==> src/pps_defines.vh <==
// Purpose: constants for the peripheral input pin select block
// Assumes: apb word offsets, 16-bit selector registers
// Notes: definitions only
`ifndef PPS_DEFINES_VH
`define PPS_DEFINES_VH

// ----------------------------------------
// register byte offsets
// ----------------------------------------
`define PPS_OFF_TMR_CLK     12'h000
`define PPS_OFF_CAP_12      12'h004
`define PPS_OFF_CAP_3       12'h008
`define PPS_OFF_CMP_FLT     12'h00c
`define PPS_OFF_SER         12'h010
`define PPS_OFF_SPI         12'h014
`define PPS_OFF_LOCK        12'h018

// ----------------------------------------
// field layout
// ----------------------------------------
`define PPS_SEL_W           5
`define PPS_LO_LSB          0
`define PPS_HI_LSB          8
`define PPS_SEL_RESET       5'h1f
`define PPS_SEL_GROUND      5'h1f
`define PPS_SEL_MAX_PIN     5'h19
`define PPS_NUM_PINS        26
`define PPS_NUM_SEL         10

`endif

==> src/pps_sync3.v <==
// Purpose: three-stage synchroniser for pin levels
// Assumes: asynchronous pins, single clock
// Notes: output valid once stages two and three agree
`timescale 1ns/1ps

module pps_sync3 #(
    parameter WIDTH = 26
) (
    // clock and reset
    input  wire             pclk,
    input  wire             presetn,
    input  wire             clk_en,
    // pins
    input  wire [WIDTH-1:0] pin_async,
    output reg  [WIDTH-1:0] pin_sync_q
);

    reg [WIDTH-1:0] s1_q;
    reg [WIDTH-1:0] s2_q;
    reg [WIDTH-1:0] s3_q;

    // ----------------------------------------
    // stages and agreement filter
    // ----------------------------------------
    always @(posedge pclk or negedge presetn)
    begin
        if (!presetn)
        begin
            s1_q       <= {WIDTH{1'b0}};
            s2_q       <= {WIDTH{1'b0}};
            s3_q       <= {WIDTH{1'b0}};
            pin_sync_q <= {WIDTH{1'b0}};
        end
        else if (clk_en)
        begin
            s1_q <= pin_async;
            s2_q <= s1_q;
            s3_q <= s2_q;
            pin_sync_q <= (s2_q & s3_q) | (pin_sync_q & (s2_q ^ s3_q));
        end
    end

endmodule // pps_sync3

==> src/pps_pin_mux.v <==
// Purpose: one selector-driven pin multiplexer
// Assumes: pins already synchronised
// Notes: codes above the top pin give a low level
`timescale 1ns/1ps
`include "pps_defines.vh"

module pps_pin_mux #(
    parameter NUM_PINS = 26
) (
    // selection
    input  wire [NUM_PINS-1:0]     pins,
    input  wire [`PPS_SEL_W-1:0]   sel,
    // result
    output wire                    out_level
);

    // ground code and reserved codes give low
    assign out_level = (sel < NUM_PINS) ? pins[sel] : 1'b0;

endmodule // pps_pin_mux

==> src/pps_input_select.v <==
// Purpose: peripheral input pin select with apb register access
// Assumes: single clock pclk, apb master keeps protocol
// Notes: selected levels are registered
`timescale 1ns/1ps
`include "pps_defines.vh"

// Operation
// - A 5-bit selector code 0 to 25 routes the pin with that index to its input.
// - Code 31 ties the input low and codes 26 to 30 are reserved for software.
// - Every implemented selector bit resets to one so inputs start tied low.
// - Bits outside the selector fields and lock bit 0 read as zero.
// - The timer clock register uses bits 12-8 for timer 5 and bits 4-0 for timer 4.
// - The first capture register uses bits 12-8 for channel 2 and bits 4-0 for channel 1.
// - The second capture register uses bits 4-0 for channel 3, the rest unimplemented.
// - The compare fault register uses bits 4-0 for fault input A.
// - The serial register uses bits 12-8 for clear-to-send and bits 4-0 for receive data.
// - The spi register uses bits 12-8 for the clock input and bits 4-0 for data input.
// - Timer 4 and 5 clock and spi selectors exist only on the larger variant.
// - Selector writes take effect only while the configuration lock bit is zero.
module pps_input_select #(
    parameter NUM_PINS   = `PPS_NUM_PINS,
    parameter LARGE_PART = 1
) (
    // clock, reset, enable
    input  wire                pclk,
    input  wire                presetn,
    input  wire                clk_en,
    // apb slave
    input  wire                psel,
    input  wire                penable,
    input  wire                pwrite,
    input  wire [11:0]         paddr,
    input  wire [31:0]         pwdata,
    output reg  [31:0]         prdata,
    output wire                pready,
    output wire                pslverr,
    // remappable pins
    input  wire [NUM_PINS-1:0] remappable_pin_n,
    // peripheral inputs
    output reg                 timer4_ext_clock,
    output reg                 timer5_ext_clock,
    output reg                 capture_ch1_input,
    output reg                 capture_ch2_input,
    output reg                 capture_ch3_input,
    output reg                 compare_fault_a_input,
    output reg                 serial_rx_input,
    output reg                 serial_cts_input,
    output reg                 spi_clock_input,
    output reg                 spi_data_input
);

    // ----------------------------------------
    // selector storage
    // ----------------------------------------
    // index: 0 t4, 1 t5, 2 ic1, 3 ic2, 4 ic3, 5 fault, 6 rx, 7 cts, 8 spi data, 9 spi clk
    reg  [`PPS_SEL_W-1:0] sel_q [0:`PPS_NUM_SEL-1];
    reg                   pin_config_lock_q;
    wire [NUM_PINS-1:0]   pins_sync;
    wire [`PPS_NUM_SEL-1:0] mux_out;
    wire                  wr_en;
    wire                  sel_wr_ok;
    wire [`PPS_SEL_W-1:0] wlo;
    wire [`PPS_SEL_W-1:0] whi;
    reg  [31:0]           rd_d;
    reg                   addr_ok;

    assign pready  = 1'b1;
    assign pslverr = psel & penable & ~addr_ok;
    assign wr_en   = psel & penable & pwrite & clk_en;
    assign sel_wr_ok = wr_en & ~pin_config_lock_q;
    assign wlo     = pwdata[`PPS_LO_LSB +: `PPS_SEL_W];
    assign whi     = pwdata[`PPS_HI_LSB +: `PPS_SEL_W];

    // ----------------------------------------
    // address decode
    // ----------------------------------------
    always @*
    begin
        case (paddr)
            `PPS_OFF_TMR_CLK: addr_ok = (LARGE_PART != 0);
            `PPS_OFF_CAP_12:  addr_ok = 1'b1;
            `PPS_OFF_CAP_3:   addr_ok = 1'b1;
            `PPS_OFF_CMP_FLT: addr_ok = 1'b1;
            `PPS_OFF_SER:     addr_ok = 1'b1;
            `PPS_OFF_SPI:     addr_ok = (LARGE_PART != 0);
            `PPS_OFF_LOCK:    addr_ok = 1'b1;
            default:          addr_ok = 1'b0;
        endcase
    end

    // ----------------------------------------
    // register writes
    // ----------------------------------------
    always @(posedge pclk or negedge presetn)
    begin
        if (!presetn)
        begin
            sel_q[0] <= `PPS_SEL_RESET;
            sel_q[1] <= `PPS_SEL_RESET;
            sel_q[2] <= `PPS_SEL_RESET;
            sel_q[3] <= `PPS_SEL_RESET;
            sel_q[4] <= `PPS_SEL_RESET;
            sel_q[5] <= `PPS_SEL_RESET;
            sel_q[6] <= `PPS_SEL_RESET;
            sel_q[7] <= `PPS_SEL_RESET;
            sel_q[8] <= `PPS_SEL_RESET;
            sel_q[9] <= `PPS_SEL_RESET;
            pin_config_lock_q <= 1'b0;
        end
        else
        begin
            if (wr_en && paddr == `PPS_OFF_LOCK)
                pin_config_lock_q <= pwdata[0];
            if (sel_wr_ok && LARGE_PART != 0 && paddr == `PPS_OFF_TMR_CLK)
            begin
                sel_q[0] <= wlo;
                sel_q[1] <= whi;
            end
            if (sel_wr_ok && paddr == `PPS_OFF_CAP_12)
            begin
                sel_q[2] <= wlo;
                sel_q[3] <= whi;
            end
            if (sel_wr_ok && paddr == `PPS_OFF_CAP_3)
                sel_q[4] <= wlo;
            if (sel_wr_ok && paddr == `PPS_OFF_CMP_FLT)
                sel_q[5] <= wlo;
            if (sel_wr_ok && paddr == `PPS_OFF_SER)
            begin
                sel_q[6] <= wlo;
                sel_q[7] <= whi;
            end
            if (sel_wr_ok && LARGE_PART != 0 && paddr == `PPS_OFF_SPI)
            begin
                sel_q[8] <= wlo;
                sel_q[9] <= whi;
            end
        end
    end

    // ----------------------------------------
    // read data
    // ----------------------------------------
    always @*
    begin
        rd_d = 32'h0000_0000;
        case (paddr)
            `PPS_OFF_TMR_CLK:
                if (LARGE_PART != 0)
                    rd_d = {19'h0, sel_q[1], 3'h0, sel_q[0]};
            `PPS_OFF_CAP_12:  rd_d = {19'h0, sel_q[3], 3'h0, sel_q[2]};
            `PPS_OFF_CAP_3:   rd_d = {27'h0, sel_q[4]};
            `PPS_OFF_CMP_FLT: rd_d = {27'h0, sel_q[5]};
            `PPS_OFF_SER:     rd_d = {19'h0, sel_q[7], 3'h0, sel_q[6]};
            `PPS_OFF_SPI:
                if (LARGE_PART != 0)
                    rd_d = {19'h0, sel_q[9], 3'h0, sel_q[8]};
            `PPS_OFF_LOCK:    rd_d = {31'h0, pin_config_lock_q};
            default:          rd_d = 32'h0000_0000;
        endcase
    end

    always @(posedge pclk or negedge presetn)
    begin
        if (!presetn)
            prdata <= 32'h0000_0000;
        else if (clk_en && psel && !penable && !pwrite)
            prdata <= rd_d;
    end

    // ----------------------------------------
    // pin synchroniser and multiplexers
    // ----------------------------------------
    pps_sync3 #(
        .WIDTH      (NUM_PINS)
    ) u_sync (
        .pclk       (pclk),
        .presetn    (presetn),
        .clk_en     (clk_en),
        .pin_async  (remappable_pin_n),
        .pin_sync_q (pins_sync)
    );

    genvar gi;
    generate
        for (gi = 0; gi < `PPS_NUM_SEL; gi = gi + 1)
        begin : g_mux
            pps_pin_mux #(
                .NUM_PINS  (NUM_PINS)
            ) u_mux (
                .pins      (pins_sync),
                .sel       (sel_q[gi]),
                .out_level (mux_out[gi])
            );
        end
    endgenerate

    // ----------------------------------------
    // registered peripheral inputs
    // ----------------------------------------
    always @(posedge pclk or negedge presetn)
    begin
        if (!presetn)
        begin
            timer4_ext_clock      <= 1'b0;
            timer5_ext_clock      <= 1'b0;
            capture_ch1_input     <= 1'b0;
            capture_ch2_input     <= 1'b0;
            capture_ch3_input     <= 1'b0;
            compare_fault_a_input <= 1'b0;
            serial_rx_input       <= 1'b0;
            serial_cts_input      <= 1'b0;
            spi_data_input        <= 1'b0;
            spi_clock_input       <= 1'b0;
        end
        else if (clk_en)
        begin
            timer4_ext_clock      <= mux_out[0] & (LARGE_PART != 0);
            timer5_ext_clock      <= mux_out[1] & (LARGE_PART != 0);
            capture_ch1_input     <= mux_out[2];
            capture_ch2_input     <= mux_out[3];
            capture_ch3_input     <= mux_out[4];
            compare_fault_a_input <= mux_out[5];
            serial_rx_input       <= mux_out[6];
            serial_cts_input      <= mux_out[7];
            spi_data_input        <= mux_out[8] & (LARGE_PART != 0);
            spi_clock_input       <= mux_out[9] & (LARGE_PART != 0);
        end
    end

endmodule // pps_input_select

==> config.mk <==
export PLATFORM = sky130hd
export DESIGN_NAME = pps_input_select
export DESIGN_NICKNAME = d
export VERILOG_FILES = /design/src/pps_sync3.v /design/src/pps_pin_mux.v /design/src/pps_input_select.v
export VERILOG_INCLUDE_DIRS = /design/src
export SDC_FILE = /design/constraint.sdc
export NUM_CORES = 1
export LEC_CHECK = 0
export BUFFER_PORTS_ARGS = -buffer_cell sky130_fd_sc_hd__buf_2
export CORE_MARGIN = 5
export CORE_UTILIZATION = 55
export DETAILED_ROUTE_END_ITERATION = 8
export GPL_TIMING_DRIVEN = 0
export PLACE_DENSITY = 0.84
export REMOVE_ABC_BUFFERS = 1
export SKIP_CTS_REPAIR_TIMING = 1
export SLEW_MARGIN = 20
export SYNTH_ARGS = -nofsm -noshare
export SYNTH_HDL_FRONTEND = slang
export SYNTH_HIERARCHICAL = 1
export SYNTH_SLANG_ARGS = --single-unit
==> constraint.sdc <==
create_clock -name pclk -period 5.29 [get_ports pclk]
set_input_delay 0.529 -clock pclk [delete_from_list [all_inputs] [get_ports pclk]]
set_output_delay 0.529 -clock pclk [all_outputs]
set_load 0.01 [all_outputs]
Word level (Yosys, flattened, before mapping)
Cells that the tools add are included.
{ "word_totals": {"ff_bits": 197, "input_bits": 76, "wordCells": 109} }
{ "op_classes": {"n_lt_le_gt_ge": 20, "eq_ne": 6, "muxes": 32, "bitwise_logic": 11, "n_reduce_logical": 14} }
{ "op_table": {"columns": ["op", "count"], "rows": [
  ["$pmux W13 S7", 1],
  ["$lt A5 B6 Y1 const B", 10],
  ["$and A26 B26 Y26", 2],
  ["$bmux W1 S5", 10],
  ["$lt A5 B5 Y1 const B", 10],
  ["$eq A12 B5 Y1 const B", 3],
  ["$or A26 B26 Y26", 1],
  ["$xor A26 B26 Y26", 1],
  ["$eq A12 B4 Y1 const B", 2],
  ["$mux W1", 21],
  ["$eq A12 B3 Y1 const B", 1],
  ["$logic_not A12 Y1", 1],
  ["$logic_and A1 B1 Y1", 10],
  ["$reduce_or A7 Y1", 1],
  ["$and A1 B1 Y1", 5],
  ["$logic_not A1 Y1", 2],
  ["$not A1 Y1", 2]
]} }

Logic depth before layout (Yosys ltp)
{ "depth": {"ltp_word": 5, "depth_mapped": 7, "depth_no_buf": 5} }

By module
Netlist, hierarchy kept.
{ "by_module_without_submodules": {"columns": ["module", "n_inst", "cells_each", "area_each_um2", "seq_area_each_um2"], "rows": [
  ["pps_sync3", 1, 274, 4667.0, 2602.5],
  ["pps_input_select", 1, 257, 3522.1, 1839.3],
  ["pps_pin_mux", 10, 17, 256.5, 0.0]
]} }

Least setup slack after synthesis
OpenSTA, ideal clock, no wires.
{ "synth_path": {"path_kind": "reg2reg", "start": "register sel_q[21] (netlist name)", "end": "register compare_fault_a_input", "setup_ns": 0.125, "arrival_ns": 1.944, "required_time_ns": 5.165, "setup_slack_ns": 3.221, "stages_incl_launch_ff": 6, "n_path_buf": 1, "period_less_slack_ns": 2.069, "path_cell_list": "dfstp_2 > buf_6 > mux4_1 > mux2_2 > o311a_1 > mux2_2"} }
{ "synth_via": {"elab_chain_len": 3, "elab_cells_between_ends": 4, "cone_classes": "1 x order compare; 3 x mux"} }
{ "synth_rtl": {"columns": ["element", "line_no", "rtl"], "rows": [
  ["start, declared", "pps_input_select.v:56", "reg [`PPS_SEL_W-1:0] sel_q [0:`PPS_NUM_SEL-1];"],
  ["$bmux W1 S5", "pps_pin_mux.v:18", "assign out_level = (sel < NUM_PINS) ? pins[sel] : 1'b0;"],
  ["$mux W1 (implied by the code)", "pps_pin_mux.v:18", null],
  ["$mux W1 *", "pps_pin_mux.v:18", null],
  ["via mux_out[5]", "pps_input_select.v:59", "wire [`PPS_NUM_SEL-1:0] mux_out;"],
  ["end signal, assigned", "pps_input_select.v:223", "compare_fault_a_input <= mux_out[5];"],
  ["end, declared", "pps_input_select.v:45", "output reg compare_fault_a_input,"]
]} }
Mark *: on every way through the listed nets, which the timed path passes. The rest lies on a longest branch. The select of a mux whose other input is x is not followed.
A chain may end at the register's enable or synchronous reset.

Worst setup path in the final report
{ "layout_path": {"start": "input port paddr[7]", "end": "output port pslverr"} }
{ "layout_via": {"elab_chain_len": 5, "elab_cells_between_ends": 11, "cone_classes": "6 x eq/ne; 1 x mux; 2 x bitwise; 2 x reduce/logical"} }
{ "layout_rtl": {"columns": ["element", "line_no", "rtl"], "rows": [
  ["start, declared", "pps_input_select.v:32", "input wire [11:0] paddr,"],
  ["$eq A12 B5 Y1 (tied with other cells)", "pps_input_select.v:79", "case (paddr)"],
  ["$reduce_or A7 Y1 (no source line) *", null, null],
  ["$mux W1 *", "pps_input_select.v:79", null],
  ["$not A1 Y1 *", "pps_input_select.v:68", "assign pslverr = psel & penable & ~addr_ok;"],
  ["$and A1 B1 Y1 *", "pps_input_select.v:68", null],
  ["end, declared", "pps_input_select.v:36", "output wire pslverr,"]
]} }
Mark *: on every way between the ends. The rest lies on a longest branch, timed or not.

==> summary.md <==
| Metric | Value |
|---|---|
| Root cell of the clock tree | `sky130_fd_sc_hd__clkbuf_16` |
| Global route overflow | `0` |
| Final hold violation count | `0` |
| Type of the most critical hold path | `in2async` |
| Floorplan row count | `51` |
| Total Power Consumption | `0.00401 W` |
| Total clock buffers created by CTS | `17` |
| Largest net degree at the start of global routing | `102` |
| Core region area | `19,300 um2` |
| Die area | `22,400 um2` |
| Netlist cell types | `50` |
| Most common library cells after synthesis | `125 x sky130_fd_sc_hd__dfrtp_1, 84 x sky130_fd_sc_hd__mux2_4, 68 x sky130_fd_sc_hd__mux2_2` |
| Tightest hold margin | `0.0541 ns` |
| Chip height | `150 um` |
| Synth Flop Type | `sky130_fd_sc_hd__dfrtp_1` |
| Category of the most critical setup path | `in2out` |
| Standby leakage power | `5.02 nW` |
| Routed WL | `21.0 mm` |
| Aggregate negative setup slack | `0 ns` |
| Number of buffers between clock root and the deepest sink | `2` |
| Final HPWL DP | `14.5 mm` |
| CP arrival | `1.96 ns` |
| Clock transition at the registers of the reported paths | `0.06 ns` |
| Residual DRC | `0` |
| Post-synthesis instance area | `10,800 um2` |
| Detailed-route vias per instance | `6.04` |
| Share of Yosys cell area claimed by the top area cell type | `29.1%` |
| IR Drop Worst-Case VDD | `0.178 mV` |
| Synthesized instance count | `701` |
| Sequential share of the synthesized area | `41.3%` |
| Die W | `150 um` |
| Clock tree sinks | `175` |
| Count of pins on the block boundary | `120` |
| Gpl congestion | `0.881` |
| Critical Path Source Type | `input port` |
| Clock latency on the worst-skew pair | `0.43 ns` |
| Length of the first detailed-routing pass in iterations | `7` |
| Biggest area contributors in the synthesized netlist | `sky130_fd_sc_hd__dfrtp_1 29%, sky130_fd_sc_hd__mux4_1 15%, sky130_fd_sc_hd__dfstp_2 12%` |
| Mean Syn Cell Area | `15.3 um2` |
| Area Overhead vs Synth | `7.05%` |
| Global router's overall resource usage | `19.2%` |
| Least-Margin Pin Slew | `0.902 ns` |
| Number of filler instances in the final layout | `1,478` |
| Max FO, Critical Path | `11` |
| Final setup vio count | `0` |
| Endpoint kind of the worst setup timing path | `output port` |
| Rel. slew slack | `39.9%` |
| Result of the run | `finished clean` |
| Total via count after detailed routing | `6,171` |
| Power Density | `348 nW/um2` |
| Total number of nets in the final design | `846` |
| Initial detailed-routing violation count | `490` |
| Clock skew | `0.00489 ns` |
| Global-route wire length before repair | `33.7 mm` |
| Number of antenna cells inserted | `0` |
| Worst Reg-to-Reg Cells | `4` |
| Number of enable flip-flop cells after synthesis | `0` |
| FF-to-FF End | `timer5_ext_clock` |
| Effective utilization at floorplan | `55.6%` |
| Cell taking the most area after synthesis | `sky130_fd_sc_hd__dfrtp_1` |
| Final period util | `47.1%` |
| Initial antenna violation count | `0` |
| Count leader, synth | `sky130_fd_sc_hd__dfrtp_1` |
| Vias in the first global route | `6,372` |
| Setup repair after global routing missed its margin | `false` |
| Maximum Capacitance Violations | `0` |
| Async set-or-reset flop fraction in the synthesized netlist | `100%` |
| PortBufs | `74` |
| Fraction of layout cells with a size suffix above 1 | `41.7%` |
| Routed WL per cell | `20.6 um` |
| Fin. max-slew vios | `0` |
| Time the worst path needs with I/O delays and setup | `2.49 ns` |
| TritonCTS clock tree | `yes` |
| Required @ worst endpoint | `4.76 ns` |
| Startpoint of the lowest-slack register-to-register path | `sel_q[41]` |
| Flops & latches, synth | `175` |
| Residual antenna-violating net count after detailed routing | `0` |
| Maximum achievable frequency | `0.401 GHz` |
| Synthesis Warnings | `6` |
| Maximum level of the CTS H-tree | `4` |
| Slack of the worst reg-to-reg path | `3.03 ns` |
## area by class of cell
type / instances / area, um2 / area share (%)
inverters: 7 / 26.3 / 0.228
repair buffers: 76 / 445 / 3.87
flip-flops and latches: 175 / 4440 / 38.6
well taps: 265 / 332 / 2.88
clock buffers: 23 / 468 / 4.06
multi-input cells: 467 / 5670 / 49.2
clock inverters: 9 / 133 / 1.15
## per-stage QoR
stage	setup slack (ns)	instances	instance area [um2]	util, %
after floorplan	3.22	649	10100	-
after global placement	0.120	988	10800	56.0
after detailed placement	2.59	990	10900	56.4
after CTS	2.81	1022	11500	59.5
after global routing	2.72	1022	11500	59.5
final	2.80	1022	11500	59.5
## cell usage in the layout (no fill, tap or decap), types with 4 or more instances in the layout
cell	count
sky130_fd_sc_hd__a22o_1	26
sky130_fd_sc_hd__a22oi_1	4
sky130_fd_sc_hd__buf_2	72
sky130_fd_sc_hd__clkbuf_1	4
sky130_fd_sc_hd__clkbuf_16	17
sky130_fd_sc_hd__conb_1	23
sky130_fd_sc_hd__dfrtp_1	125
sky130_fd_sc_hd__dfstp_2	50
sky130_fd_sc_hd__ha_1	26
sky130_fd_sc_hd__inv_1	7
sky130_fd_sc_hd__mux2_1	10
sky130_fd_sc_hd__mux2_2	68
sky130_fd_sc_hd__mux2_4	84
sky130_fd_sc_hd__mux2i_1	24
sky130_fd_sc_hd__mux4_1	60
sky130_fd_sc_hd__mux4_2	6
sky130_fd_sc_hd__nand2_1	12
sky130_fd_sc_hd__nand2b_1	26
sky130_fd_sc_hd__nand3_1	16
sky130_fd_sc_hd__nand3b_1	11
sky130_fd_sc_hd__nor2_1	14
sky130_fd_sc_hd__o211ai_1	10
sky130_fd_sc_hd__o311a_1	10
sky130_fd_sc_hd__o41ai_1	5
## state kept, by name, indices dropped and copies added, names as in the netlist, 10 cells and up
| name | count |
|---|---|
| sel_q | 50 |
| u_sync/s3_q | 26 |
| prdata | 10 |
| u_sync/s2_q | 26 |
| u_sync/pin_sync_q | 26 |
| u_sync/s1_q | 26 |
## layer usage
layer | routed length (um) | GRT usage, %
met3 | 1200 | 4.09
met4 | 405 | 6.86
met2 | 10100 | 31.5
met1 | 9290 | 25.5
met5 | 0 | 0
## power by group
part,internal (W),leakage (nW),switching [W]
Combinational,0.000587,2.70,0.000300
Sequential,0.00154,2.03,0.000306
Clock,0.000769,0.288,0.000512
## critical path, cell delays in order
cell	delay, ns
sky130_fd_sc_hd__buf_2	0.11
sky130_fd_sc_hd__nor4_4	0.29
sky130_fd_sc_hd__nand3_1	0.38
sky130_fd_sc_hd__a31o_2	0.35
sky130_fd_sc_hd__and3_1	0.17
sky130_fd_sc_hd__buf_2	0.13
## worst max path at each step
stage	cells past startpoint	end	from
2_1_floorplan	4	pslverr	paddr[7]
6_report	6	pslverr	paddr[7]
5_1_grt	6	pslverr	paddr[7]
4_1_cts	6	pslverr	paddr[7]
3_3_place_gp	4	prdata[3]	clk_en
3_5_place_dp	5	sel_q[12]	clk_en
## logic make-up after synthesis
family          synth area share (%)
fa+ha+maj                       3.02
mux                             38.0
flops                           41.3
other cells                   0.0698
simple gates                    5.40
compound gates                  5.42
buf+inv                         6.74
(Power assumes the default switching activity.)
